[config.mk]
export PLATFORM = sky130hd
export DESIGN_NAME = gpp_top
export DESIGN_NICKNAME = d
export VERILOG_FILES = /design/src/gpp_pkg.sv /design/src/gpp_sync.sv /design/src/gpp_pin_mux.sv /design/src/gpp_top.sv
export VERILOG_INCLUDE_DIRS = /design/src /design/src/src
export SDC_FILE = /design/constraint.sdc
export NUM_CORES = 1
export LEC_CHECK = 0
export ABC_CLOCK_PERIOD_IN_PS = 3750
export BUFFER_PORTS_ARGS = -buffer_cell sky130_fd_sc_hd__buf_2
export CAP_MARGIN = 5
export CORE_AREA = 2 2 81 121
export DETAILED_ROUTE_END_ITERATION = 8
export DIE_AREA = 0 0 83 123
export PLACE_DENSITY = 0.8
export SLEW_MARGIN = 5
export SYNTH_ARGS = -nofsm -noshare
export SYNTH_HDL_FRONTEND = slang
export SYNTH_HIERARCHICAL = 1
export SYNTH_SLANG_ARGS = --single-unit
[constraint.sdc]
create_clock -name aclk -period 3.75 [get_ports aclk]
set_input_delay 0.1875 -clock aclk [delete_from_list [all_inputs] [get_ports aclk]]
set_output_delay 0.1875 -clock aclk [all_outputs]
set_load 0.005 [all_outputs]
[src/gpp_defines.svh]
// Purpose: Offsets, field positions and reset values of the port block
// Assumes: Registers are 8 bits wide, one aligned word each
// Notes:   Included by its bare name
`ifndef GPP_DEFINES_SVH
`define GPP_DEFINES_SVH

// Register byte offsets
`define GPP_OFF_WIDE_DIR    8'h00
`define GPP_OFF_WIDE_DATA   8'h04
`define GPP_OFF_NARROW_DATA 8'h08
`define GPP_OFF_NARROW_DIR  8'h0c
`define GPP_OFF_NARROW_FSEL 8'h10

// Function select field positions
`define GPP_FSEL_PULSE_ONE  0
`define GPP_FSEL_PULSE_TWO  1
`define GPP_FSEL_IRQ_FOUR   2
`define GPP_FSEL_RSVD       3

// Reset values
`define GPP_RST_WIDE_DIR    8'h00
`define GPP_RST_WIDE_DATA   8'h00
`define GPP_RST_NARROW_DATA 4'hf
`define GPP_RST_NARROW_DIR  4'h0
`define GPP_RST_NARROW_FSEL 4'h0

// Fixed read values
`define GPP_WIDE_DIR_READ   8'hff
`define GPP_NARROW_DIR_READ 4'hf
`define GPP_RESV_HIGH       4'hf

`endif

[src/gpp_pkg.sv]
// Purpose: Types shared by the port block
// Assumes: Nothing
// Notes:   Constants live in gpp_defines.svh
package gpp_pkg;

  typedef enum logic [2:0] {
    GPP_SEL_WIDE_DIR    = 3'h0,
    GPP_SEL_WIDE_DATA   = 3'h1,
    GPP_SEL_NARROW_DATA = 3'h2,
    GPP_SEL_NARROW_DIR  = 3'h3,
    GPP_SEL_NARROW_FSEL = 3'h4,
    GPP_SEL_NONE        = 3'h7
  } gpp_sel_t;

  typedef enum logic [1:0] {
    GPP_RESP_OKAY   = 2'b00,
    GPP_RESP_SLVERR = 2'b10
  } gpp_resp_t;

endpackage

[src/gpp_sync.sv]
// Purpose: Two flip-flop synchroniser for pin levels
// Assumes: Inputs are asynchronous to aclk
// Notes:   First stage is read only by the second
`timescale 1ns/1ps
module gpp_sync #(
  parameter int WIDTH = 8
) (
  // Clock and reset
  input  wire logic             aclk,
  input  wire logic             aresetn,
  // Data
  input  wire logic [WIDTH-1:0] din,
  output logic      [WIDTH-1:0] dout
);

  logic [WIDTH-1:0] stage_reg;

  always_ff @(posedge aclk) begin
    if (!aresetn) begin
      stage_reg <= '0;
      dout      <= '0;
    end else begin
      stage_reg <= din;
      dout      <= stage_reg;
    end
  end

endmodule // gpp_sync

[src/gpp_pin_mux.sv]
// Purpose: Pin function routing of the four-bit port
// Assumes: Function select, direction and latch come from registers
// Notes:   Combinational; the top registers its outputs
`timescale 1ns/1ps
`include "gpp_defines.svh"
module gpp_pin_mux (
  // Register state
  input  wire logic [3:0] fsel,
  input  wire logic [3:0] dir,
  input  wire logic [3:0] data,
  // Synchronised pin levels
  input  wire logic [3:0] pin_sync,
  // Pulse generator levels
  input  wire logic       pulse_one_i,
  input  wire logic       pulse_two_i,
  // Routed results
  output logic      [3:0] pin_o_next,
  output logic      [3:0] pin_oe_next,
  output logic            irq_next
);

  always_comb begin
    // Plain port use on every pin first
    pin_oe_next = dir;
    pin_o_next  = data & dir;
    if (fsel[`GPP_FSEL_PULSE_ONE]) begin
      pin_oe_next[0] = 1'b1;
      pin_o_next[0]  = pulse_one_i;
    end
    if (fsel[`GPP_FSEL_PULSE_TWO]) begin
      pin_oe_next[1] = 1'b1;
      pin_o_next[1]  = pulse_two_i;
    end
    if (fsel[`GPP_FSEL_IRQ_FOUR]) begin
      pin_oe_next[2] = 1'b0;
      pin_o_next[2]  = 1'b0;
    end
    irq_next = fsel[`GPP_FSEL_IRQ_FOUR] & pin_sync[2];
  end

endmodule // gpp_pin_mux

[src/gpp_top.sv]
// Purpose: Eight-bit port direction control and four-bit port with
//          function select, registers over AXI4-Lite
// Assumes: Single clock aclk, synchronous active-low aresetn
// Notes:   Pin outputs and enables are registered
//
// Added by the designer: the AXI4-Lite register port and the placing of the registers.
`timescale 1ns/1ps
`include "gpp_defines.svh"

// Notes on behaviour
// - Wide direction bit 1 makes pin output, 0 input, per pin.
// - Wide direction register is write-only; reads return all ones.
// - Wide direction and data apply only to pins in port use.
// - Narrow registers bits 7 to 4 read as one, ignore writes.
// - Narrow data latch low four bits are read and written.
// - Narrow data read gives latch for outputs, pin level for inputs.
// - Narrow direction bit 1 makes pin output, 0 input.
// - Narrow direction and data apply only to pins in port use.
// - Narrow direction register is write-only; reads return all ones.
// - Function select bit 2 routes pin two to interrupt four input.
// - Function select bits 1, 0 route pins 1, 0 to pulse outputs.
// - Pulse select overrides direction; else direction chooses.
// - Pin three is plain port; direction alone decides.
// - Wide data read gives latch for outputs, pin level for inputs.
module gpp_top (
  // Clock and reset
  input  wire logic        aclk,
  input  wire logic        aresetn,
  // AXI4-Lite write address
  input  wire logic        awvalid,
  output logic             awready,
  input  wire logic [7:0]  awaddr,
  // AXI4-Lite write data
  input  wire logic        wvalid,
  output logic             wready,
  input  wire logic [31:0] wdata,
  input  wire logic [3:0]  wstrb,
  // AXI4-Lite write response
  output logic             bvalid,
  input  wire logic        bready,
  output logic      [1:0]  bresp,
  // AXI4-Lite read address
  input  wire logic        arvalid,
  output logic             arready,
  input  wire logic [7:0]  araddr,
  // AXI4-Lite read data
  output logic             rvalid,
  input  wire logic        rready,
  output logic      [31:0] rdata,
  output logic      [1:0]  rresp,
  // Eight-bit port
  input  wire logic [7:0]  wide_gpio_sel,
  input  wire logic [7:0]  wide_pin_i,
  output logic      [7:0]  wide_pin_o,
  output logic      [7:0]  wide_pin_oe,
  // Four-bit port
  input  wire logic [3:0]  narrow_pin_i,
  output logic      [3:0]  narrow_pin_o,
  output logic      [3:0]  narrow_pin_oe,
  // Alternate functions
  input  wire logic        pulse_one_i,
  input  wire logic        pulse_two_i,
  output logic             ext_ext_interrupt_four_select_o
);

  // Address decode shared by write and read
  function automatic gpp_pkg::gpp_sel_t decode(input logic [7:0] addr);
    logic [7:0] a;
    a = {addr[7:2], 2'b00};
    unique case (a)
      `GPP_OFF_WIDE_DIR:    decode = gpp_pkg::GPP_SEL_WIDE_DIR;
      `GPP_OFF_WIDE_DATA:   decode = gpp_pkg::GPP_SEL_WIDE_DATA;
      `GPP_OFF_NARROW_DATA: decode = gpp_pkg::GPP_SEL_NARROW_DATA;
      `GPP_OFF_NARROW_DIR:  decode = gpp_pkg::GPP_SEL_NARROW_DIR;
      `GPP_OFF_NARROW_FSEL: decode = gpp_pkg::GPP_SEL_NARROW_FSEL;
      default:              decode = gpp_pkg::GPP_SEL_NONE;
    endcase
  endfunction

  logic               aw_hold_reg, w_hold_reg, w_strb0_reg;
  logic [7:0]         aw_addr_reg;
  logic [31:0]        w_data_reg, rdata_reg;
  logic               bvalid_reg, rvalid_reg;
  gpp_pkg::gpp_resp_t bresp_reg, rresp_reg;
  logic               wr_fire, wr_ok, ar_fire, irq_next;
  gpp_pkg::gpp_sel_t  wr_sel, rd_sel;
  logic [7:0]         rd_value, wide_dir_reg, wide_data_reg;
  logic [3:0]         narrow_data_reg, narrow_dir_reg, narrow_fsel_reg;
  logic [7:0]         wide_pin_sync, wide_o_next, wide_oe_next;
  logic [3:0]         narrow_pin_sync, narrow_o_next, narrow_oe_next;
  logic [7:0]         wide_pin_o_reg, wide_pin_oe_reg;
  logic [3:0]         narrow_pin_o_reg, narrow_pin_oe_reg;
  logic               ext_ext_interrupt_four_select_reg;

  // Bus handshakes
  assign awready = !aw_hold_reg && !bvalid_reg;
  assign wready  = !w_hold_reg && !bvalid_reg;
  assign arready = !rvalid_reg;
  assign wr_fire = aw_hold_reg && w_hold_reg && !bvalid_reg;
  assign wr_ok   = wr_fire && w_strb0_reg;
  assign wr_sel  = decode(aw_addr_reg);
  assign ar_fire = arvalid && arready;
  assign rd_sel  = decode(araddr);
  assign bvalid  = bvalid_reg;
  assign bresp   = bresp_reg;
  assign rvalid  = rvalid_reg;
  assign rdata   = rdata_reg;
  assign rresp   = rresp_reg;

  // Write address and data capture, in either order
  always_ff @(posedge aclk) begin
    if (!aresetn) begin
      aw_hold_reg <= 1'b0;
      aw_addr_reg <= 8'h00;
    end else if (awvalid && awready) begin
      aw_hold_reg <= 1'b1;
      aw_addr_reg <= awaddr;
    end else if (wr_fire) begin
      aw_hold_reg <= 1'b0;
    end
  end

  always_ff @(posedge aclk) begin
    if (!aresetn) begin
      w_hold_reg  <= 1'b0;
      w_data_reg  <= 32'h00000000;
      w_strb0_reg <= 1'b0;
    end else if (wvalid && wready) begin
      w_hold_reg  <= 1'b1;
      w_data_reg  <= wdata;
      w_strb0_reg <= wstrb[0];
    end else if (wr_fire) begin
      w_hold_reg <= 1'b0;
    end
  end

  // Write response
  always_ff @(posedge aclk) begin
    if (!aresetn) begin
      bvalid_reg <= 1'b0;
      bresp_reg  <= gpp_pkg::GPP_RESP_OKAY;
    end else if (wr_fire) begin
      bvalid_reg <= 1'b1;
      bresp_reg  <= (wr_sel == gpp_pkg::GPP_SEL_NONE) ?
                    gpp_pkg::GPP_RESP_SLVERR : gpp_pkg::GPP_RESP_OKAY;
    end else if (bready) begin
      bvalid_reg <= 1'b0;
    end
  end

  // Eight-bit port registers
  always_ff @(posedge aclk) begin
    if (!aresetn) begin
      wide_dir_reg  <= `GPP_RST_WIDE_DIR;
      wide_data_reg <= `GPP_RST_WIDE_DATA;
    end else if (wr_ok && wr_sel == gpp_pkg::GPP_SEL_WIDE_DIR) begin
      wide_dir_reg <= w_data_reg[7:0];
    end else if (wr_ok && wr_sel == gpp_pkg::GPP_SEL_WIDE_DATA) begin
      wide_data_reg <= w_data_reg[7:0];
    end
  end

  // Four-bit port registers; upper bits are not stored
  always_ff @(posedge aclk) begin
    if (!aresetn) begin
      narrow_data_reg <= `GPP_RST_NARROW_DATA;
      narrow_dir_reg  <= `GPP_RST_NARROW_DIR;
      narrow_fsel_reg <= `GPP_RST_NARROW_FSEL;
    end else if (wr_ok) begin
      unique case (wr_sel)
        gpp_pkg::GPP_SEL_NARROW_DATA:
          narrow_data_reg <= w_data_reg[3:0];
        gpp_pkg::GPP_SEL_NARROW_DIR:
          narrow_dir_reg <= w_data_reg[3:0];
        gpp_pkg::GPP_SEL_NARROW_FSEL:
          narrow_fsel_reg <= w_data_reg[3:0];
        default: ;
      endcase
    end
  end

  // Read value selection
  always_comb begin
    unique case (rd_sel)
      gpp_pkg::GPP_SEL_WIDE_DIR:
        rd_value = `GPP_WIDE_DIR_READ;
      gpp_pkg::GPP_SEL_WIDE_DATA:
        rd_value = (wide_data_reg & wide_dir_reg) |
                   (wide_pin_sync & ~wide_dir_reg);
      gpp_pkg::GPP_SEL_NARROW_DATA:
        rd_value = {`GPP_RESV_HIGH, (narrow_data_reg & narrow_dir_reg) |
                   (narrow_pin_sync & ~narrow_dir_reg)};
      gpp_pkg::GPP_SEL_NARROW_DIR:
        rd_value = {`GPP_RESV_HIGH, `GPP_NARROW_DIR_READ};
      gpp_pkg::GPP_SEL_NARROW_FSEL:
        rd_value = {`GPP_RESV_HIGH, narrow_fsel_reg};
      default:
        rd_value = 8'h00;
    endcase
  end

  // Read response
  always_ff @(posedge aclk) begin
    if (!aresetn) begin
      rvalid_reg <= 1'b0;
      rdata_reg  <= 32'h00000000;
      rresp_reg  <= gpp_pkg::GPP_RESP_OKAY;
    end else if (ar_fire) begin
      rvalid_reg <= 1'b1;
      rdata_reg  <= {24'h000000, rd_value};
      rresp_reg  <= (rd_sel == gpp_pkg::GPP_SEL_NONE) ?
                    gpp_pkg::GPP_RESP_SLVERR : gpp_pkg::GPP_RESP_OKAY;
    end else if (rready) begin
      rvalid_reg <= 1'b0;
    end
  end

  // Pin level synchronisers
  gpp_sync #(.WIDTH (8)) u_wide_sync (
    .aclk    (aclk),
    .aresetn (aresetn),
    .din     (wide_pin_i),
    .dout    (wide_pin_sync)
  );
  gpp_sync #(.WIDTH (4)) u_narrow_sync (
    .aclk    (aclk),
    .aresetn (aresetn),
    .din     (narrow_pin_i),
    .dout    (narrow_pin_sync)
  );

  // Eight-bit port drivers
  for (genvar i = 0; i < 8; i++) begin : g_wide
    assign wide_oe_next[i] = wide_dir_reg[i] &
                             wide_gpio_sel[i];
    assign wide_o_next[i]  = wide_oe_next[i] & wide_data_reg[i];
  end

  // Four-bit port routing
  gpp_pin_mux u_mux (
    .fsel        (narrow_fsel_reg),
    .dir         (narrow_dir_reg),
    .data        (narrow_data_reg),
    .pin_sync    (narrow_pin_sync),
    .pulse_one_i (pulse_one_i),
    .pulse_two_i (pulse_two_i),
    .pin_o_next  (narrow_o_next),
    .pin_oe_next (narrow_oe_next),
    .irq_next    (irq_next)
  );

  // Registered pin outputs
  always_ff @(posedge aclk) begin
    if (!aresetn) begin
      wide_pin_o_reg    <= 8'h00;
      wide_pin_oe_reg   <= 8'h00;
      narrow_pin_o_reg  <= 4'h0;
      narrow_pin_oe_reg <= 4'h0;
      ext_ext_interrupt_four_select_reg      <= 1'b0;
    end else begin
      wide_pin_o_reg    <= wide_o_next;
      wide_pin_oe_reg   <= wide_oe_next;
      narrow_pin_o_reg  <= narrow_o_next;
      narrow_pin_oe_reg <= narrow_oe_next;
      ext_ext_interrupt_four_select_reg      <= irq_next;
    end
  end

  assign wide_pin_o    = wide_pin_o_reg;
  assign wide_pin_oe   = wide_pin_oe_reg;
  assign narrow_pin_o  = narrow_pin_o_reg;
  assign narrow_pin_oe = narrow_pin_oe_reg;
  assign ext_ext_interrupt_four_select_o    = ext_ext_interrupt_four_select_reg;
endmodule // gpp_top

==> results.sh, run 1 <==
export IMPL_final_hold_viol_count=0
export IMPL_pre_cts_slack_ns=2.080
export IMPL_worst_slack_ns=2.059
export IMPL_postSynthAreaPerCell_um2=9.948
export IMPL_cts_buffer_depth=2
export IMPL_cts_hold_fix_buffers=0
export IMPL_max_cap_violations=0
export IMPL_routed_wl_um=7932
export IMPL_reg2reg_depth=4
export IMPL_critPathSlowestCell="and3b_1"
export IMPL_critPathMaxFanout=8
export IMPL_cp_required_ns=3.94
export IMPL_cts_root_buffer="clkbuf_16"
export IMPL_clk_pin_slew_ns=0.07
export IMPL_grt_pass1_vias=2768
export IMPL_seq_area_frac_synth_pct=52.80
export IMPL_post_drt_wl_per_cell_um=13.09
export IMPL_crit_path_start="bvalid"
export IMPL_drc=0
export IMPL_crit_chain="and3b_1 > nand4_1 > mux2i_1 > nand2_1"
export IMPL_period_needed_ns=1.691
export IMPL_r2r_end="narrow_data_reg[1]"
export IMPL_grt_total_usage_pct=15.90
export IMPL_ios=147
export IMPL_timing_hold_ws_ns=0.05152
export IMPL_critPathMaxStageDelay_ns=0.48
export IMPL_netlist_top_cells_area="dfxtp_1, and2_1, buf_4"
export IMPL_reg2reg_from="bvalid"
export IMPL_slew_headroom_pct=48.45
export IMPL_ys_types=37
export IMPL_area_growth_pct=17.65
export IMPL_fin_crit_sh_pct=45.10
export IMPL_finalClockSkew_ns=0.003511
export IMPL_cts_buffers=9
export IMPL_drive_above_1_share_pct=26.92
export IMPL_die_y_um=123
export IMPL_yosysMostFrequentCell="dfxtp_1"
export IMPL_ir_drop_uv=265.9
export IMPL_syn_area_um2=4019
export IMPL_via_count=2960
export IMPL_powerDensity_nw_per_um2=474.1
export IMPL_postCtsSetupBuffers=0
export IMPL_p_leak_nw=2.135
export IMPL_antenna_cells=0
export IMPL_criticalPathCategory="flop to flop"
export IMPL_critPathLaunchType="flop"
export IMPL_cts_tree="built"
export IMPL_rsz0062_at_grt="no"
export IMPL_grt_pass1_wl_um=12880
export IMPL_synth_edf_count=0
export IMPL_crit_path_end="narrow_data_reg[1]"
export IMPL_cp_arrival_ns=1.88
export IMPL_cts_resized=0
export IMPL_grt_max_degree=55
export IMPL_async_flop_share_pct=0
export IMPL_slew_violations=0
export IMPL_setup_viol=0
export IMPL_synthTopCellsByCount="dfxtp_1, nand2_1, and2_1"
export IMPL_outcome="finished, final reports clean"
export IMPL_hold_path_class="input port to flop"
export IMPL_tightest_slew_ns=0.7662
export IMPL_ys_ff_latch=106
export IMPL_cp_end_kind="flop"
export IMPL_rows=43
export IMPL_synth_top_cell_by_area="dfxtp_1"
export IMPL_fmax_ghz=0.5913
export IMPL_num_fill_cells=844
export IMPL_clock_sinks=106
export IMPL_final_util_pct=51.39
export IMPL_io_buffers=89
export IMPL_drt_pre_antenna_iters=4
export IMPL_setup_tns_ns=0
export IMPL_dpl_hpwl_um=6044
export IMPL_avgViaCountPerCell=4.884
export IMPL_die_w_um=83
export IMPL_rrSetupSlack_ns=2.06
export IMPL_design_die_area_um2=10210
export IMPL_ant_nets=0
export IMPL_layout_nets=570
export IMPL_ys_flop_type="dfxtp_1"
export IMPL_synth_top_cell_area_share_pct=52.80
export IMPL_ys_warn_count=6
export IMPL_antenna_found_initial=0
export IMPL_htreeDepth=3
export IMPL_core_um2=9200
export IMPL_syn_inst=404
export IMPL_start_util_pct=43.68
export IMPL_place_congestion=0.8575
export IMPL_grt_overflow=0
export IMPL_clk_latency_ns=0.34
export IMPL_first_iter_violations=164
## logic make-up after synthesis
kind of cell	count (synthesis)	synth area share, %
multiplexers	30	7.783
AND/OR/NAND/NOR	158	22.51
other	1	0.09331
AO/OA/AOI/OAI	63	9.433
flip-flops	106	52.80
buffers and inverters	46	7.378
## worst min-delay path by stage
stage / start / end / depth (start not counted) / slack [ns]
after floorplan: aresetn / u_narrow_sync/dout[0] / 1 / 0.31
after global placement: narrow_pin_i[3] / u_narrow_sync/stage_reg[3] / 2 / 0.40
after detailed placement: narrow_pin_i[1] / u_narrow_sync/stage_reg[1] / 2 / 0.40
after CTS: narrow_pin_i[1] / u_narrow_sync/stage_reg[1] / 2 / 0.04
after global routing: wide_pin_i[0] / u_wide_sync/stage_reg[0] / 2 / 0.06
final: narrow_pin_i[1] / u_narrow_sync/stage_reg[1] / 2 / 0.05
## metal layers
layer	vias up	part of all wire [%]	global-route usage (%)
li1	1471	-	-
met1	1367	42	18.53
met2	108	50	27.12
met3	14	6.0	3.538
met4	0	2.4	8.914
met5	-	0	0
## per-stage QoR
| stage | cells | area (µm²) | power (W) |
|---|---|---|---|
| detailed placement | 590 | 4432 | 0.001350 |
| CTS | 606 | 4728 | 0.002265 |
| global placement | 590 | 4432 | 0.001342 |
| floorplan | 429 | 4113 | 0.001310 |
| finish | 606 | 4728 | 0.002242 |
| global route | 606 | 4728 | 0.002331 |
## worst max-delay path: cells and delay by family (launching register included)
family / cells / cell delay (ns)
and+or+nand+nor: 3 / 0.94
DFF: 1 / 0.35
muxes: 1 / 0.26
## where the power goes
group / leakage [nW] / switching [W] / internal, W
logic: 1.12 / 0.0000824 / 0.0000650
clock network: 0.149 / 0.000385 / 0.000533
registers: 0.863 / 0.0000192 / 0.00116
total: 2.14 / 0.000486 / 0.00176
## cell usage in the layout, fill, tap and decap left out, types with 3 or more instances in the layout
master	netlist	layout
and2_2	12	12
and2_1	35	35
nand2_1	51	51
and3_1	8	8
o22ai_1	4	4
inv_1	4	4
o21ai_0	29	29
buf_2	6	89
a21oi_1	9	9
clkinv_2	0	3
mux2_2	10	10
nor2b_1	14	14
dfxtp_1	106	106
clkbuf_16	0	9
nor2_1	3	3
mux2i_1	20	20
nand3_1	18	18
a21boi_0	13	13
conb_1	1	26
a211o_1	3	3
## area by class of cell
type / instances / area, µm² / area share, %
sequential: 106 / 2122 / 44.88
inverter: 4 / 15.01 / 0.3175
clock buffer: 11 / 242.7 / 5.134
clock inverter: 5 / 53.80 / 1.138
multi-input combinational: 277 / 1694 / 35.83
timing repair buffer: 91 / 460.4 / 9.738
tap: 112 / 140.1 / 2.964
No activity file was read; power rests on OpenSTA's default activity.
==> run 2: changes to the inputs <==
--- a/config.mk
+++ b/config.mk
@@ -6,7 +6,7 @@
 export SDC_FILE = /design/constraint.sdc
 export NUM_CORES = 1
 export LEC_CHECK = 0
-export ABC_CLOCK_PERIOD_IN_PS = 3750
+export ABC_CLOCK_PERIOD_IN_PS = 1600
 export BUFFER_PORTS_ARGS = -buffer_cell sky130_fd_sc_hd__buf_2
 export CAP_MARGIN = 5
 export CORE_AREA = 2 2 81 121
==> constraint.sdc (replaced) <==
create_clock -name aclk -period 1.6 [get_ports aclk]
set_input_delay 0.08 -clock aclk [delete_from_list [all_inputs] [get_ports aclk]]
set_output_delay 0.08 -clock aclk [all_outputs]
set_load 0.005 [all_outputs]
==> run 2 against run 1 <==
Compared with the run above: non-clock buffer count is 35 higher; largest power group unchanged; flip-flop and latch count unchanged; design area rose by 8.5%; final cell count rose by 5.8%; clock power grew to 2.7 times the previous value.
==> results.sh, run 2 (same netlist as run 1, synthesis figures left out) <==
export IMPL_io_buffers=89
export IMPL_dpl_hpwl_um=5975
export IMPL_drive_above_1_share_pct=26.65
export IMPL_first_iter_violations=204
export IMPL_postCtsSetupBuffers=0
export IMPL_die_w_um=83
export IMPL_critPathMaxFanout=7
export IMPL_period_needed_ns=1.443
export IMPL_ios=147
export IMPL_grt_pass1_vias=2955
export IMPL_setup_tns_ns=0
export IMPL_design_die_area_um2=10210
export IMPL_multi_input_area_um2=1695
export IMPL_powerDensity_nw_per_um2=1112
export IMPL_cp_end_kind="flop"
export IMPL_cts_root_buffer="clkbuf_16"
export IMPL_layout_nets=605
export IMPL_clk_latency_ns=0.34
export IMPL_grt_max_degree=64
export IMPL_fin_crit_sh_pct=90.19
export IMPL_criticalPathCategory="flop to flop"
export IMPL_ir_drop_uv=819.4
export IMPL_routed_wl_um=8478
export IMPL_hold_path_class="input port to flop"
export IMPL_slew_violations=0
export IMPL_htreeDepth=3
export IMPL_antenna_found_initial=0
export IMPL_via_count=3105
export IMPL_start_util_pct=43.68
export IMPL_final_util_pct=55.79
export IMPL_p_leak_nw=2.315
export IMPL_avgViaCountPerCell=4.844
export IMPL_clk_pin_slew_ns=0.07
export IMPL_final_common_cell="dfxtp_1"
export IMPL_die_y_um=123
export IMPL_final_cell_mix="dfxtp_1, buf_2, nand2_1, and2_1"
export IMPL_cp_required_ns=1.83
export IMPL_place_congestion=0.8662
export IMPL_post_drt_wl_per_cell_um=13.23
export IMPL_final_hold_viol_count=0
export IMPL_max_cap_violations=0
export IMPL_num_fill_cells=775
export IMPL_rows=43
export IMPL_outcome="finished, final reports clean"
export IMPL_pre_cts_slack_ns=0.1131
export IMPL_ant_nets=0
export IMPL_drt_pre_antenna_iters=4
export IMPL_core_um2=9200
export IMPL_antenna_cells=0
export IMPL_critPathLaunchType="flop"
export IMPL_grt_pass1_wl_um=13720
export IMPL_grt_total_usage_pct=16.92
export IMPL_drc=0
export IMPL_cts_buffer_depth=2
export IMPL_grt_overflow=0
export IMPL_fmax_ghz=0.6930
export IMPL_cp_arrival_ns=1.67
export IMPL_rsz0062_at_grt="no"
export IMPL_area_growth_pct=27.71
export IMPL_cts_tree="built"
export IMPL_cts_buffers=9
export IMPL_clock_sinks=106
export IMPL_worst_slack_ns=0.1570
export IMPL_regArea_um2=2122
export IMPL_finalClockSkew_ns=0.005525
export IMPL_timing_hold_ws_ns=0.006632
export IMPL_setup_viol=0
[run 2: cell count changes in the layout (fill, tap and decap cells not counted)]
cell           change
dlygate4sd3_1     +29
clkinv_2           -2
buf_4              +5
buf_12             +1
clkbuf_1           -1
inv_6              +1
and3b_2            +1
bufinv_16          +2
and3b_1            -1
[run 2: worst max-delay path, stage by stage, from the launching register on]
cell     delay, ns
dfxtp_1       0.35
and3b_2       0.33
nand4_1       0.32
mux2i_1       0.26
nor2b_1       0.07
[run 2: metal layers]
layer / global-route usage, % / vias to the layer above / wire length (µm)
met2: 28.88 / 124 / 4235
met5: 0 / - / 0
met3: 4.673 / 29 / 503
li1: - / 1546 / -
met1: 18.60 / 1406 / 3428
met4: 10.76 / 0 / 310
[run 2: cell type report]
class / instances / area share [%]
clock buffer: 10 / 4.656
clock inverter: 6 / 2.194
inverter: 4 / 0.2925
multi-input combinational: 277 / 33.03
sequential: 106 / 41.35
tap: 112 / 2.730
timing repair buffer: 126 / 15.75
[run 2: final timing paths]
path / start / endpoint / slack, ns / depth (start not counted)
max: bvalid / narrow_fsel_reg[0] / 0.16 / 4
min: awaddr[6] / aw_addr_reg[6] / 0.007 / 3
max reg2reg: bvalid / narrow_fsel_reg[0] / 0.16 / 4
min reg2reg: u_narrow_sync/stage_reg[2] / u_narrow_sync/dout[2] / 0.43 / 1
[run 2: repair_timing]
action	in CTS	in global routing
setup endpoints to repair	0	12
endpoints found under the hold margin	29	0
resized for setup	0	1
hold buffers	29	0
[run 2: stage by stage]
| stage | power [W] | instances | instance area (µm²) |
|---|---|---|---|
| 6_report | 0.005706 | 641 | 5132 |
| 3_3_place_gp | 0.003166 | 596 | 4489 |
| 2_1_floorplan | 0.003070 | 429 | 4113 |
| 3_5_place_dp | 0.003183 | 596 | 4489 |
| 4_1_cts | 0.005740 | 641 | 5131 |
| 5_1_grt | 0.005911 | 641 | 5132 |
[run 2: power breakdown]
group	internal, W	switching (W)	leakage, nW
combinational	0.000214	0.000209	1.28
sequential	0.00271	0.0000468	0.863
clock	0.00158	0.000948	0.173
